File: src/lpm_pkg.sv
// Shared constants and types for the low-power mode sequencer
package lpm_pkg;

   // Clock rates in Hz
   localparam int unsigned LPM_MCLK_HZ = 100_000_000;
   localparam int unsigned LPM_HSI_HZ = 16_000_000;
   localparam int unsigned LPM_AWU_CLK_HZ = 128_000;

   // Master cycles per auto-wakeup tick, rounded down
   localparam int unsigned LPM_AWU_PRESC_CYC = LPM_MCLK_HZ / LPM_AWU_CLK_HZ;
   localparam int LPM_PRESC_W = 10;
   localparam logic [LPM_PRESC_W-1:0] LPM_PRESC_LAST = LPM_PRESC_W'(LPM_AWU_PRESC_CYC - 1);
   localparam logic [LPM_PRESC_W-1:0] LPM_PRESC_RST = 10'h000;

   // Auto-wakeup interval counter
   localparam int LPM_AWU_W = 12;
   localparam logic [LPM_AWU_W-1:0] LPM_AWU_CNT_RST = 12'h000;

   // Internal oscillator divider: 0 /1, 1 /2, 2 /4, 3 /8
   localparam logic [1:0] LPM_DIV_RST = 2'h3;

   // Master clock sources
   typedef enum logic [1:0] {LPM_SRC_HSI, LPM_SRC_LSI, LPM_SRC_HSE} lpm_src_t;
   localparam lpm_src_t LPM_SRC_RST = LPM_SRC_HSI;

   // Sequencer modes
   typedef enum logic [1:0] {LPM_RUN, LPM_WAIT, LPM_AHALT, LPM_HALT} lpm_mode_t;
   localparam lpm_mode_t LPM_MODE_RST = LPM_RUN;

   // Source of the most recent wakeup
   typedef enum logic [2:0] {
      LPM_WAKE_NONE, LPM_WAKE_IRQ, LPM_WAKE_PIN, LPM_WAKE_PERIPH, LPM_WAKE_AWU
   } lpm_wake_t;
   localparam lpm_wake_t LPM_WAKE_RST = LPM_WAKE_NONE;

endpackage

File: src/lpm_awu_if.sv
// Link between the mode sequencer and the auto-wakeup timer
`timescale 1ns/1ps
interface lpm_awu_if;
   import lpm_pkg::*;
   logic run;
   logic restart;
   logic [LPM_AWU_W-1:0] period;
   logic wake;
   modport seq (output run, output restart, output period, input wake);
   modport timer (input run, input restart, input period, output wake);
endinterface

File: src/lpm_awu_timer.sv
// Auto-wakeup interval timer, ticking from a master clock prescaler
`timescale 1ns/1ps
module lpm_awu_timer
   import lpm_pkg::*;
(
   input wire logic mclk,
   input wire logic rst_n,
   lpm_awu_if.timer awu
);

   typedef struct packed {
      logic [LPM_PRESC_W-1:0] presc;
      logic [LPM_AWU_W-1:0] cnt;
      logic wake;
   } lpm_awu_st_t;

   localparam lpm_awu_st_t AWU_ST_RST = '{presc: LPM_PRESC_RST, cnt: LPM_AWU_CNT_RST, wake: 1'b0};

   lpm_awu_st_t s;
   lpm_awu_st_t next_s;
   logic [LPM_AWU_W:0] cnt_inc;

   // Count only while running; a restart always wins so each entry starts at zero
   always_comb begin
      next_s = s;
      next_s.wake = 1'b0;
      cnt_inc = {1'b0, s.cnt} + 13'h0001;
      if (awu.restart) begin
         next_s.presc = LPM_PRESC_RST;  // see RQ22
         next_s.cnt = LPM_AWU_CNT_RST;
      end else if (awu.run) begin
         if (s.presc == LPM_PRESC_LAST) begin
            next_s.presc = LPM_PRESC_RST;
            // Period zero behaves as one tick rather than never firing
            if (cnt_inc >= {1'b0, awu.period}) begin
               next_s.cnt = LPM_AWU_CNT_RST;
               next_s.wake = 1'b1;  // see RQ13
            end else begin
               next_s.cnt = cnt_inc[LPM_AWU_W-1:0];
            end
         end else begin
            next_s.presc = s.presc + 10'h001;
         end
      end
   end

   // State register
   always_ff @(posedge mclk or negedge rst_n) begin
      if (!rst_n) begin
         s <= AWU_ST_RST;
      end else begin
         s <= next_s;
      end
   end

   assign awu.wake = s.wake;

endmodule

File: src/lpm_sequencer.sv
// Low-power mode sequencer: run, wait, active-halt and full halt control
//
// Operation
// RQ1 - Reset brings everything up in run mode
// RQ2 - Reset clock is internal oscillator divided by eight
// RQ3 - Wait stops only the CPU clock
// RQ4 - Entering wait forces interrupts enabled
// RQ5 - Any interrupt or reset wakes wait fastest
// RQ6 - Activation level set: ISR returns to wait
// RQ7 - Clearing activation level resumes the main program
// RQ8 - Activation level ignored for both halt modes
// RQ9 - Software enables auto-wakeup before halt instruction
// RQ10 - Halt phase keeps only auto-wakeup and its oscillator
// RQ11 - Active watchdog keeps running in active-halt
// RQ12 - Auto-wakeup counts only during the halt phase
// RQ13 - Auto-wakeup event returns device to run
// RQ14 - Halt phase uses selected regulator and flash state
// RQ15 - Low-power regulator in use turns main off
// RQ16 - Enabled watchdog turns halt into active-halt
// RQ17 - Watchdog-forced phase without auto-wakeup needs reset; the pin or a peripheral interrupt also ends it here
// RQ18 - Full-halt wake sources also wake active-halt
// RQ19 - Full halt stops CPU, oscillators, peripheral clocks
// RQ20 - Low-speed master clock needs its option bit
// RQ21 - Full halt always uses the low-power regulator
// RQ22 - Auto-wakeup counters restart from zero each entry
// RQ23 - Pin, qualifying peripheral interrupt or reset wake halt
// RQ24 - Four modes; every wakeup returns to run
`timescale 1ns/1ps
module lpm_sequencer
   import lpm_pkg::*;
(
   input wire logic mclk,
   input wire logic rst_n,
   input wire logic wait_for_interrupt_instruction,
   input wire logic halt_instruction,
   input wire logic isr_return,
   input wire logic activation_level_bit,
   input wire logic irq_request,
   input wire logic ext_pin_irq,
   input wire logic halt_periph_irq,
   input wire logic awu_enable,
   input wire logic awu_src_lsi,
   input wire logic [LPM_AWU_W-1:0] awu_period,
   input wire logic independent_watchdog_timer_enabled,
   input wire logic lp_regulator_sel,
   input wire logic flash_pd_sel,
   input wire logic flash_on_in_halt,
   input wire logic low_speed_master_clock_option,
   input wire logic clk_sel_wr,
   input wire logic [1:0] clk_sel_req,
   input wire logic osc_div_wr,
   input wire logic [1:0] osc_div_wdata,
   output lpm_mode_t mode,
   output logic cpu_clk_en,
   output logic periph_clk_en,
   output logic irq_ctrl_clk_en,
   output logic irq_enable_force,
   output logic skip_context,
   output logic main_regulator_on,
   output logic low_power_regulator_on,
   output logic flash_on,
   output logic hsi_on,
   output logic hse_on,
   output logic lsi_on,
   output logic independent_watchdog_timer_clk_en,
   output logic awu_running,
   output logic awu_wakeup,
   output logic watchdog_forced_halt,
   output lpm_src_t master_clk_sel,
   output logic [1:0] internal_osc_divider,
   output lpm_wake_t wake_cause
);

   // Entire module state, registered in one place
   typedef struct packed {
      // Mode and clock gates
      lpm_mode_t mode;
      logic cpu_clk_en;
      logic periph_clk_en;
      logic irq_ctrl_clk_en;
      // Interrupt-side strobe and flag
      logic irq_enable_force;
      logic skip_context;
      // Supplies and oscillators
      logic main_regulator_on;
      logic low_power_regulator_on;
      logic flash_on;
      logic hsi_on;
      logic hse_on;
      logic lsi_on;
      logic independent_watchdog_timer_clk_en;
      // Timer control and status
      logic awu_run;
      logic awu_restart;
      logic awu_wakeup;
      logic wd_forced;
      // Clock setup and wake history
      lpm_src_t master_clk_sel;
      logic [1:0] osc_div;
      lpm_wake_t wake_cause;
      // Pin stages and agreed level
      logic [2:0] pin_sync;
      logic pin_lvl;
   } lpm_st_t;

   // Run mode with everything powered and the reset clock choice
   localparam lpm_st_t ST_RST = '{
      mode: LPM_MODE_RST,
      cpu_clk_en: 1'b1,
      periph_clk_en: 1'b1,
      irq_ctrl_clk_en: 1'b1,
      irq_enable_force: 1'b0,
      skip_context: 1'b0,
      main_regulator_on: 1'b1,
      low_power_regulator_on: 1'b0,
      flash_on: 1'b1,
      hsi_on: 1'b1,
      hse_on: 1'b1,
      lsi_on: 1'b1,
      independent_watchdog_timer_clk_en: 1'b1,
      awu_run: 1'b0,
      awu_restart: 1'b0,
      awu_wakeup: 1'b0,
      wd_forced: 1'b0,
      master_clk_sel: LPM_SRC_RST,
      osc_div: LPM_DIV_RST,
      wake_cause: LPM_WAKE_RST,
      // Idles low like the pin, so no false wake after reset
      pin_sync: 3'h0,
      pin_lvl: 1'b0
   };

   lpm_st_t s;
   lpm_st_t next_s;
   logic halt_wake;
   logic awu_hit;
   logic run_like;
   lpm_awu_if awu_bus();

   // Interval timer; it only ever sees mclk, gated by the run request
   lpm_awu_timer u_awu (
      .mclk(mclk),
      .rst_n(rst_n),
      .awu(awu_bus)
   );

   // Timer run and restart straight from the state register, period from the input
   assign awu_bus.run = s.awu_run;
   assign awu_bus.restart = s.awu_restart;
   assign awu_bus.period = awu_period;

   // Wake terms shared by both halt flavours
   assign halt_wake = s.pin_lvl | halt_periph_irq;  // see RQ23
   // Without auto-wakeup enabled the timer can never end a halt phase
   assign awu_hit = awu_bus.wake & awu_enable;  // see RQ17

   always_comb begin
      next_s = s;
      next_s.irq_enable_force = 1'b0;
      next_s.awu_restart = 1'b0;
      next_s.awu_wakeup = 1'b0;

      // Pin crossing: a change counts once stages two and three agree
      next_s.pin_sync = {s.pin_sync[1:0], ext_pin_irq};
      if (s.pin_sync[1] == s.pin_sync[2]) begin
         next_s.pin_lvl = s.pin_sync[2];
      end

      // Mode transitions
      unique case (s.mode)
         LPM_RUN: begin
            if (halt_instruction) begin
               next_s.skip_context = 1'b0;  // see RQ8
               // Relies on software having set up the timer first, see RQ9
               if (independent_watchdog_timer_enabled || awu_enable) begin
                  next_s.mode = LPM_AHALT;  // see RQ16
                  next_s.awu_restart = 1'b1;  // see RQ22
                  next_s.wd_forced = independent_watchdog_timer_enabled & ~awu_enable;  // see RQ17
               end else begin
                  next_s.mode = LPM_HALT;
                  next_s.wd_forced = 1'b0;
               end
            end else if (wait_for_interrupt_instruction) begin
               next_s.mode = LPM_WAIT;
               next_s.irq_enable_force = 1'b1;  // see RQ4
               next_s.skip_context = activation_level_bit;  // see RQ6
            end else if (isr_return && s.skip_context) begin
               if (activation_level_bit) begin
                  // Straight back to wait, no context restore
                  next_s.mode = LPM_WAIT;  // see RQ6
                  next_s.irq_enable_force = 1'b1;  // see RQ4
               end else begin
                  next_s.skip_context = 1'b0;  // see RQ7
               end
            end
         end
         LPM_WAIT: begin
            // Single-cycle exit keeps this the fastest wake path
            if (irq_request) begin
               next_s.mode = LPM_RUN;  // see RQ5
               next_s.wake_cause = LPM_WAKE_IRQ;
            end else if (s.pin_lvl) begin
               next_s.mode = LPM_RUN;  // see RQ5
               next_s.wake_cause = LPM_WAKE_PIN;
            end else if (halt_periph_irq) begin
               next_s.mode = LPM_RUN;  // see RQ5
               next_s.wake_cause = LPM_WAKE_PERIPH;
            end
         end
         LPM_AHALT: begin
            if (awu_hit) begin
               next_s.mode = LPM_RUN;  // see RQ13
               next_s.awu_wakeup = 1'b1;
               next_s.wake_cause = LPM_WAKE_AWU;
            end else if (halt_wake) begin
               next_s.mode = LPM_RUN;  // see RQ18
               next_s.wake_cause = s.pin_lvl ? LPM_WAKE_PIN : LPM_WAKE_PERIPH;
            end
         end
         LPM_HALT: begin
            if (halt_wake) begin
               next_s.mode = LPM_RUN;  // see RQ23
               next_s.wake_cause = s.pin_lvl ? LPM_WAKE_PIN : LPM_WAKE_PERIPH;
            end
         end
      endcase

      // Leaving the halt phase clears the forced flag
      if (next_s.mode == LPM_RUN) begin
         next_s.wd_forced = 1'b0;  // see RQ24
      end

      // Clock gates follow the mode being entered
      run_like = (next_s.mode == LPM_RUN) || (next_s.mode == LPM_WAIT);
      next_s.cpu_clk_en = next_s.mode == LPM_RUN;  // see RQ3
      next_s.periph_clk_en = run_like;  // see RQ3
      next_s.irq_ctrl_clk_en = run_like;  // see RQ3
      next_s.awu_run = next_s.mode == LPM_AHALT;  // see RQ12

      // Oscillators: only the timer clock and, with the watchdog on, the low-speed oscillator survive a halt phase
      unique case (next_s.mode)
         LPM_RUN, LPM_WAIT: begin
            next_s.hsi_on = 1'b1;
            next_s.hse_on = 1'b1;
            next_s.lsi_on = 1'b1;
            next_s.independent_watchdog_timer_clk_en = 1'b1;
         end
         LPM_AHALT: begin
            next_s.hsi_on = 1'b0;  // see RQ10
            next_s.hse_on = awu_enable & ~awu_src_lsi;  // see RQ10
            // Watchdog runs from the low-speed oscillator too
            next_s.lsi_on = (awu_enable & awu_src_lsi) | independent_watchdog_timer_enabled;  // see RQ11
            next_s.independent_watchdog_timer_clk_en = independent_watchdog_timer_enabled;  // see RQ11
         end
         LPM_HALT: begin
            next_s.hsi_on = 1'b0;  // see RQ19
            next_s.hse_on = 1'b0;  // see RQ19
            next_s.lsi_on = 1'b0;  // see RQ19
            next_s.independent_watchdog_timer_clk_en = 1'b0;
         end
      endcase

      // Regulator and flash state per mode
      unique case (next_s.mode)
         LPM_RUN, LPM_WAIT: begin
            next_s.low_power_regulator_on = 1'b0;
            next_s.flash_on = 1'b1;
         end
         LPM_AHALT: begin
            next_s.low_power_regulator_on = lp_regulator_sel;  // see RQ14
            next_s.flash_on = ~flash_pd_sel;  // see RQ14
         end
         LPM_HALT: begin
            next_s.low_power_regulator_on = 1'b1;  // see RQ21
            next_s.flash_on = flash_on_in_halt;
         end
      endcase
      // Never both regulators at once
      next_s.main_regulator_on = ~next_s.low_power_regulator_on;  // see RQ15

      // Clock configuration; writes only land while the CPU runs
      if (s.mode == LPM_RUN) begin
         if (osc_div_wr) begin
            next_s.osc_div = osc_div_wdata;
         end
         if (clk_sel_wr) begin
            // Unknown codes and a barred low-speed request keep the current source
            if (clk_sel_req == 2'h0) begin
               next_s.master_clk_sel = LPM_SRC_HSI;
            end else if (clk_sel_req == 2'h2) begin
               next_s.master_clk_sel = LPM_SRC_HSE;
            end else if (clk_sel_req == 2'h1 && low_speed_master_clock_option) begin
               next_s.master_clk_sel = LPM_SRC_LSI;  // see RQ20
            end
         end
      end
   end

   // State register; reset lands in run with the divided internal clock
   always_ff @(posedge mclk or negedge rst_n) begin
      if (!rst_n) begin
         s <= ST_RST;  // see RQ1
      end else begin
         s <= next_s;
      end
   end

   // Outputs straight from the state register
   assign mode = s.mode;

   // Clock gates
   assign cpu_clk_en = s.cpu_clk_en;
   assign periph_clk_en = s.periph_clk_en;
   assign irq_ctrl_clk_en = s.irq_ctrl_clk_en;

   // Interrupt side
   assign irq_enable_force = s.irq_enable_force;
   assign skip_context = s.skip_context;

   // Supplies
   assign main_regulator_on = s.main_regulator_on;
   assign low_power_regulator_on = s.low_power_regulator_on;
   assign flash_on = s.flash_on;

   // Oscillators
   assign hsi_on = s.hsi_on;
   assign hse_on = s.hse_on;
   assign lsi_on = s.lsi_on;
   assign independent_watchdog_timer_clk_en = s.independent_watchdog_timer_clk_en;

   // Timer status
   assign awu_running = s.awu_run;
   assign awu_wakeup = s.awu_wakeup;
   assign watchdog_forced_halt = s.wd_forced;

   // Clock setup and wake history
   assign master_clk_sel = s.master_clk_sel;
   assign internal_osc_divider = s.osc_div;  // see RQ2
   assign wake_cause = s.wake_cause;

endmodule

File: config.mk
export PLATFORM = sky130hd
export DESIGN_NAME = lpm_sequencer
export DESIGN_NICKNAME = d
export VERILOG_FILES = /design/src/lpm_pkg.sv /design/src/lpm_awu_if.sv /design/src/lpm_awu_timer.sv /design/src/lpm_sequencer.sv
export SDC_FILE = /design/constraint.sdc
export NUM_CORES = 1
export LEC_CHECK = 0
export ABC_AREA = 1
export CORE_AREA = 2 2 82 84
export DETAILED_ROUTE_END_ITERATION = 16
export DIE_AREA = 0 0 84 86
export DONT_BUFFER_PORTS = 1
export MAX_ROUTING_LAYER = met4
export PLACE_DENSITY = 0.63
export RECOVER_POWER = 100
export SLEW_MARGIN = 20
export SYNTH_ARGS = -nofsm -noshare
export SYNTH_HDL_FRONTEND = slang
export SYNTH_HIERARCHICAL = 1
export SYNTH_SLANG_ARGS = --single-unit
File: constraint.sdc
create_clock -name mclk -period 2.9 [get_ports mclk]
set_input_delay 0.435 -clock mclk [delete_from_list [all_inputs] [get_ports mclk]]
set_output_delay 0.435 -clock mclk [all_outputs]
set_load 0.01 [all_outputs]
# Word level (Yosys, flattened, before mapping)
# Cells that the tools add are included.
[word_totals]
regBits = 51
out_inout_bits = 24
word_cells = 116
[classes]
n_addsub = 2
magnitude_cmp = 1
n_eq_ne = 12
muxes = 46
bitwise_logic = 10
reduce_logical = 21
[op_table]
columns = ["operator", "count"]
rows = [
  ["$mux W2", 15],
  ["$mux W23", 1],
  ["$mux W22", 1],
  ["$mux W1", 17],
  ["$mux W3", 5],
  ["$add A12 B1 Y13 const B", 1],
  ["$ge A13 B12 Y1", 1],
  ["$mux W13", 1],
  ["$mux W12", 1],
  ["$pmux W4 S3", 1],
  ["$add A10 B1 Y10 const B", 1],
  ["$eq A10 B10 Y1 const B", 1],
  ["$eq A2 B2 Y1 const B", 5],
  ["$mux W10", 1],
  ["$pmux W3 S3", 1],
  ["$reduce_bool A3 Y1", 3],
  ["$pmux W2 S4", 1],
  ["$reduce_and A2 Y1", 4],
  ["$reduce_bool A2 Y1", 4],
  ["$eq A2 B1 Y1 const B", 3],
  ["$logic_not A2 Y1", 3],
  ["$pmux W2 S3", 1],
  ["$reduce_and A3 Y1", 2],
  ["$and A1 B1 Y1", 4],
  ["8 further kinds", 14],
]

# Longest topological paths before layout
# Gate-level depths: netlist (run 1).
[logic_depth]
word_depth = 9
ltp_mapped = 18
mapped_depth_nobuf = 17

# By module
# The synthesis (run 1) kept the hierarchy.
[modules_own_cells]
columns = ["mod", "instances", "cells_per_inst", "area_each_um2", "seq_area_each_um2"]
rows = [
  ["lpm_awu_timer", 1, 283, 1848.0, 575.6],
  ["lpm_sequencer", 1, 121, 1249.9, 713.2],
]

# Least setup slack after synthesis (run 1)
# Ideal clock, no wire load.
[synth_path]
path_type = "reg2reg"
start = "register u_awu/s[1] (netlist name)"
end = "register u_awu/s[10] (netlist name)"
setup_time_ns = 0.117
arrival_time_ns = 2.038
required_ns = 2.783
slack_ns = 0.745
path_stages_with_launch = 19
n_path_buf = 1
period_less_slack_ns = 2.155
path_cell_list = "dfrtp_1 -> nand2_1 -> nor2_1 -> nand2_1 -> nor2_1 -> nand2_1 -> nand2_1 -> inv_1 -> ha_1 -> nand2_1 -> inv_1 -> nand2_1 -> nor2_1 -> nand2_1 -> nor2_1 -> nor2_4 -> buf_6 -> nand2_1 -> nand2_1"
[synth_via]
elab_chain_len = 6
[synth_rtl]
columns = ["element", "line_no", "text"]
rows = [
  ["start, declared", "lpm_awu_timer.sv:19", "lpm_awu_st_t s;"],
  ["start signal, assigned", "lpm_awu_timer.sv:52", "s <= next_s;"],
  ["$add A12 B1 Y13 (*)", "lpm_awu_timer.sv:27", "cnt_inc = {1'b0, s.cnt} + 13'h0001;"],
  ["$ge A13 B12 Y1", "lpm_awu_timer.sv:35", "if (cnt_inc >= {1'b0, awu.period}) begin"],
  ["$mux W12 (*)", "lpm_awu_timer.sv:35", ""],
  ["$mux W13 (*)", "lpm_awu_timer.sv:32", "if (s.presc == LPM_PRESC_LAST) begin"],
  ["$mux W23 (*)", "lpm_awu_timer.sv:31", "end else if (awu.run) begin"],
  ["$mux W22 (*)", "lpm_awu_timer.sv:28", "if (awu.restart) begin"],
]
# Mark *: on every way between the ends. The rest lies on a longest branch, timed or not. The select of a mux whose other input is x is not followed.
# A chain may end at the register's enable or synchronous reset.

# Worst setup path after layout (run 1)
[layout_path]
start = "register u_awu/s[1] (netlist name)"
end = "register u_awu/s[6] (netlist name)"
# Same word-level chain as after synthesis.

==> impl_metrics.json, run 1 <==
{
  "via_count": 2417,
  "busiest_layer": "met2",
  "clock_path_buffers": 2,
  "post-route-period-util": 0.851,
  "dp.cells": 466,
  "crit_fanout": 13,
  "grt-ovfl-total": 0,
  "design_area_sq_um": 3170,
  "setup_ws_ps": 431,
  "firstDrtPassIters": 5,
  "ant_nets": 0,
  "track_usage": 0.178,
  "place_area_sq_um": 3090,
  "post_cts_buffers": 0,
  "p_leak_nw": 1.67,
  "synthesis.area_sq_um": 3100,
  "core_area_sq_um": 6280,
  "met3_usage": 0.0366,
  "crit_required_ps": 3140,
  "cp-end-kind": "register",
  "clock-root-buffer": "clkbuf_8",
  "post-route-min-period_ps": 2470,
  "worst_setup_path_start_kind": "register",
  "cellPowerDensity_nw_per_um2": 574,
  "drcViolationCount": 0,
  "setup_violations": 0,
  "fp.dieArea_sq_um": 7220,
  "grt_pass1_vias": 2340,
  "worstMarginPinSlew_ps": 1250,
  "instances_no_fill": 476,
  "die_w_um": 84,
  "clk_latency_ps": 300,
  "hold_path_class": "primary input to register",
  "yosysSeqAreaShare": 0.416,
  "cp.arrival_ps": 2710,
  "grt_first_pass_wirelength_mm": 10.4,
  "synth-seq-cells": 51,
  "synth-xor-area-share": 0.0198,
  "synthAdderAreaFrac": 0.0638,
  "synth_top_area_cell": "dfrtp_1",
  "synth.top_cell.area_share": 0.331,
  "synthesis.nets": 453,
  "nFillCells": 636,
  "grt_use_met2": 0.296,
  "wl_per_cell_um": 12.4,
  "synth_simple_gate_area_frac": 0.302,
  "finalHoldViolCount": 0,
  "synthMuxAreaShare": 0.00727,
  "synth_top_family_by_area": "simple AND/OR/NAND/NOR gates",
  "rows": 29,
  "cts.sinks": 51,
  "synth-main-ff-cell": "dfrtp_1",
  "viasPerCell": 5.08,
  "maxSlewViolCount": 0,
  "cts_buffers": 5,
  "worst_slew_margin_rel": 0.165,
  "cts_htree_levels": 2,
  "ir_worst_vdd_v": 0.000486,
  "synthToLayoutAreaGrowth_pct": 2.18,
  "path_clk_slew_ps": 90,
  "grt_setup_unrepaired": "no",
  "gp_congestion": 0.811,
  "num_io_pins": 58,
  "die_y_um": 86,
  "antenna_found_initial": 0,
  "synth.area.top_cells": "dfrtp_1, nand2_1, dfstp_2, inv_1, ha_1",
  "fmax_mhz": 405,
  "met1_usage": 0.226,
  "routed_wl_mm": 5.91,
  "cts_tree": "built",
  "avgSynthCellArea_sq_um": 7.67,
  "cap_violations": 0,
  "port_buffers": 0,
  "initial_core_util": 0.494,
  "ys_async_sr_fraction": 1.00,
  "synth_compound_area_frac": 0.0674,
  "skew_ps": 12.0,
  "grt_max_degree": 52,
  "ys_warn_count": 6,
  "fin_nets": 447,
  "tns_ps": 0,
  "dpl_worst_slack_ps": 446,
  "ys_types": 32,
  "syn_inst": 404,
  "layout-drive-gt1-share": 0.0752,
  "dp_hpwl_mm": 4.39,
  "hold_slack_ps": 168,
  "crit_type": "register to register",
  "status": "finished clean",
  "diodes": 0,
  "drtIter0Drc": 141,
  "synth_edf_count": 0
}
## metrics by stage
| stage | utilization | total power [W] |
|---|---|---|
| floorplan | - | 0.00143 |
| global placement | 0.492 | 0.00144 |
| detailed placement | 0.492 | 0.00145 |
| CTS | 0.513 | 0.00189 |
| global route | 0.504 | 0.00195 |
| finish | 0.504 | 0.00182 |
## worst max-delay path, stage by stage, from the launching register on
cell and delay [ps]:
dfrtp_1 440, ha_1 240, nand3_1 140, inv_1 110, nand2_1 90, nand2_1 50, nand2_1 100, inv_1 60
ha_1 280, nand2_1 90, inv_1 50, a21oi_1 130, nand2_1 60, nand2_1 50, nand2_1 70, nor2_4 270
nand2_1 100, nand2_1 80
## cell usage in the layout, fill, tap and decap left out, types with 3 or more instances in the layout
cell type	Yosys	layout
nand2_1	98	100
inv_1	69	69
nor2_1	42	44
dfrtp_1	41	41
nand3_1	30	31
o21ai_0	12	16
ha_1	15	15
a21oi_1	10	10
dfstp_1	0	10
xor2_1	7	7
nand4_1	6	6
nor3_1	6	6
clkbuf_8	0	6
nor2_2	4	4
nand3_2	5	4
or2_2	3	3
o21bai_1	3	3
## final timing paths
kind                       slack [ps]       endpoint        start  cells past startpoint
hold / removal                    170      next_s[2]  ext_pin_irq                      0
min in group asynchronous         950    u_awu/s[17]        rst_n                      2
setup reg to reg                  430     u_awu/s[6]   u_awu/s[1]                     17
hold reg to reg                   360      next_s[3]    next_s[2]                      0
max in group asynchronous        1200  wake_cause[2]        rst_n                      2
setup / recovery                  430     u_awu/s[6]   u_awu/s[1]                     17
## cell type report
type | instances | area, sq um | area share
multi-input cells | 266 | 1400 | 0.441
clock inverters | 1 | 8.76 | 0.00277
inverters | 72 | 275 | 0.0870
repair buffers | 2 | 15.0 | 0.00474
clock buffers | 7 | 86.3 | 0.0273
flip-flops and latches | 51 | 1290 | 0.407
well taps | 77 | 96.3 | 0.0304
## synthesized netlist by cell type (all sizes together) (3+ instances only)
cell type	instances
nand2	104
inv	72
nor2	50
dfrtp	41
nand3	35
o21ai	16
ha	15
buf	12
a21oi	10
dfstp	10
xor2	7
nand4	6
nor3	6
clkbuf	3
o21bai	3
or2	3
## report_power, final
| group | internal (W) | switching, W |
|---|---|---|
| logic | 0.000129 | 0.000254 |
| registers | 0.000859 | 0.000160 |
| clock network | 0.000196 | 0.000221 |
## routing by layer
metal / vias to the layer above / wire [um]
li1: 1235 / -
met1: 1117 / 2820
met2: 61 / 2790
met3: 4 / 258
met4: 0 / 38
met5: - / 0
## flip-flops by register name (all words and copies together) (netlist names)
name and flops:
irq_enable_force 1, awu_running 1, awu_bus.restart 1, hsi_on 1, hse_on 1, flash_on 1
lsi_on 1, next_s 2, awu_wakeup 1, u_awu/s 22, s 2, main_regulator_on 1
master_clk_sel 2, mode 2, u_awu/awu.wake 1, watchdog_forced_halt 1, independent_watchdog_timer_clk_en 1, irq_ctrl_clk_en 1
low_power_regulator_on 1, internal_osc_divider 2, skip_context 1, cpu_clk_en 1, wake_cause 3
## what timing repair did
action | in CTS | in global routing
endpoints found under the hold margin | 51 | 0
hold buffers | 2 | 0
gates resized for setup | 0 | 0
## logic make-up (layout without fill, tap and decap cells)
logic type,count (synthesis),count (layout)
flops,51,51
simple gates,204,204
buf+inv,87,82
fa+ha+maj,16,16
compound gates,37,37
mux,2,2
xor+xnor,7,7
Note: power is estimated with default switching activity, not from simulation.
==> run 2, diff against run 1 <==
Settings changed: CORE_AREA 2 2 82 84 to 2 2 79 81, DIE_AREA 0 0 84 86 to 0 0 81 83, PLACE_DENSITY 0.63 to 0.67.
==> run 2 against run 1 <==
Effect of this change:
- utilization rose by 4.0 points
- non-clock buffer count did not move
- via count fell by 1.4%
- total power fell by 0.30%
- flip-flop and latch count did not move
- highest routed layer unchanged
==> impl_metrics.json, run 2 (same netlist as run 1, synthesis figures left out) <==
{
  "post-route-period-util": 0.846,
  "post-route-min-period_ps": 2450,
  "via_count": 2383,
  "cap_violations": 0,
  "dp.cells": 464,
  "antenna_found_initial": 0,
  "cts_tree": "built",
  "crit_type": "register to register",
  "critPathBufInv": 4,
  "grt_first_pass_wirelength_mm": 10.1,
  "p_leak_nw": 1.67,
  "setup_violations": 0,
  "gp_congestion": 0.865,
  "ant_nets": 0,
  "worst_path_largest_cell_delay_ps": 430,
  "grt_setup_unrepaired": "no",
  "path_cells": "ha_1 > nand3_2 > inv_1 > nand2_1 > o21ai_0 > nand2_1 > inv_1 > ha_1 > nand2_1 > inv_1 > a21oi_1 > nand2_1 > inv_1 > nand2_1 > nor2_4 > nand2_1 > nand2_1",
  "nFillCells": 562,
  "cp-end-kind": "register",
  "maxSlewViolCount": 0,
  "port_buffers": 0,
  "cp_top_family": "simple AND/OR/NAND/NOR gates",
  "die_w_um": 81,
  "grt_pass1_vias": 2336,
  "drtIter0Drc": 193,
  "final_cell_mix": "nand2_1, inv_1, nor2_1, dfrtp_1, nand3_1",
  "die_y_um": 83,
  "status": "finished clean",
  "final_common_cell": "nand2_1",
  "clock-root-buffer": "clkbuf_8",
  "core_area_sq_um": 5820,
  "track_usage": 0.190,
  "p_total_w": 0.00181,
  "diodes": 0,
  "instances_no_fill": 474,
  "routed_wl_mm": 5.71,
  "cp.arrival_ps": 2690,
  "worst_slew_margin_rel": 0.177,
  "num_io_pins": 58,
  "finalHoldViolCount": 0,
  "crit_required_ps": 3130,
  "firstDrtPassIters": 5,
  "layout-drive-gt1-share": 0.0777,
  "largest_reg_flops": 22,
  "ir_worst_vdd_v": 0.000474,
  "post_cts_buffers": 0,
  "synthToLayoutAreaGrowth_pct": 2.26,
  "clk_latency_ps": 300,
  "cts_htree_levels": 2,
  "cts_buffers": 5,
  "wl_per_cell_um": 12.1,
  "hold_path_class": "primary input to register",
  "drcViolationCount": 0,
  "worstMarginPinSlew_ps": 1230,
  "dp_hpwl_mm": 4.34,
  "cpMostUsedCell": "nand2_1",
  "cts.sinks": 51,
  "fp.dieArea_sq_um": 6720,
  "crit_fanout": 13,
  "fin_nets": 447,
  "cellPowerDensity_nw_per_um2": 572,
  "path_clk_slew_ps": 90,
  "grt_max_degree": 52,
  "tns_ps": 0,
  "worst_setup_path_start_kind": "register",
  "ctsHoldBuffers": 2,
  "viasPerCell": 5.03,
  "cts.repair.resized": 0,
  "grt-ovfl-total": 0,
  "largest-register": "u_awu/s",
  "hold_slack_ps": 163,
  "rows": 28,
  "clock_path_buffers": 2,
  "fmax_mhz": 407,
  "initial_core_util": 0.533,
  "critPathSlowestCell": "dfrtp_1",
  "rrSetupSlack_ps": 450,
  "skew_ps": 8.35
}
run 2: changes by cell type in the layout (fill, tap and decap cells not counted):
cell,before,now
nand3_1,31,30
nand3_2,4,5
run 2: path summary, 6_finish.rpt:
check                            startpoint          endpoint  depth (start not counted)
worst max-delay path             u_awu/s[1]        u_awu/s[7]                         17
worst min-delay path            ext_pin_irq         next_s[2]                          0
worst max register to register   u_awu/s[1]        u_awu/s[7]                         17
worst min register to register    next_s[2]         next_s[3]                          0
max in group asynchronous             rst_n        u_awu/s[8]                          2
min in group asynchronous             rst_n  irq_enable_force                          2
run 2: cell type report:
class	count	area (sq um)	share of cell area
clock inverters	1	8.76	0.00276
multi-input cells	266	1400	0.442
well taps	75	93.8	0.0296
repair buffers	2	15.0	0.00474
inverters	72	275	0.0869
flip-flops and latches	51	1290	0.407
clock buffers	7	86.3	0.0273
run 2: metrics by stage:
step	cell area, sq um	worst slack, ps	util
after floorplan	3100	745	-
after global placement	3080	504	0.530
after detailed placement	3080	469	0.530
after CTS	3220	436	0.553
after global routing	3170	67.0	0.545
final	3170	445	0.545
run 2: routing by layer:
layer	wire length (um)	global-route usage
met1	2640	0.240
met2	2740	0.310
met3	275	0.0402
met4	64	0.0493
met5	0	-
run 2: power breakdown:
| group | total, W | internal, W | leakage, nW | switching, W |
|---|---|---|---|---|
| Sequential | 0.00102 | 0.000859 | 0.641 | 0.000159 |
| Combinational | 0.000379 | 0.000129 | 0.980 | 0.000251 |
| Clock | 0.000415 | 0.000196 | 0.0484 | 0.000219 |
run 2: worst reg2reg max path, stage by stage, from the launching register on:
cell and delay (ps):
dfrtp_1 430, ha_1 240, nand3_2 120, inv_1 140, nand2_1 80, o21ai_0 140
nand2_1 90, inv_1 60, ha_1 210, nand2_1 60, inv_1 50, a21oi_1 140
nand2_1 70, inv_1 50, nand2_1 80, nor2_4 270, nand2_1 100, nand2_1 70
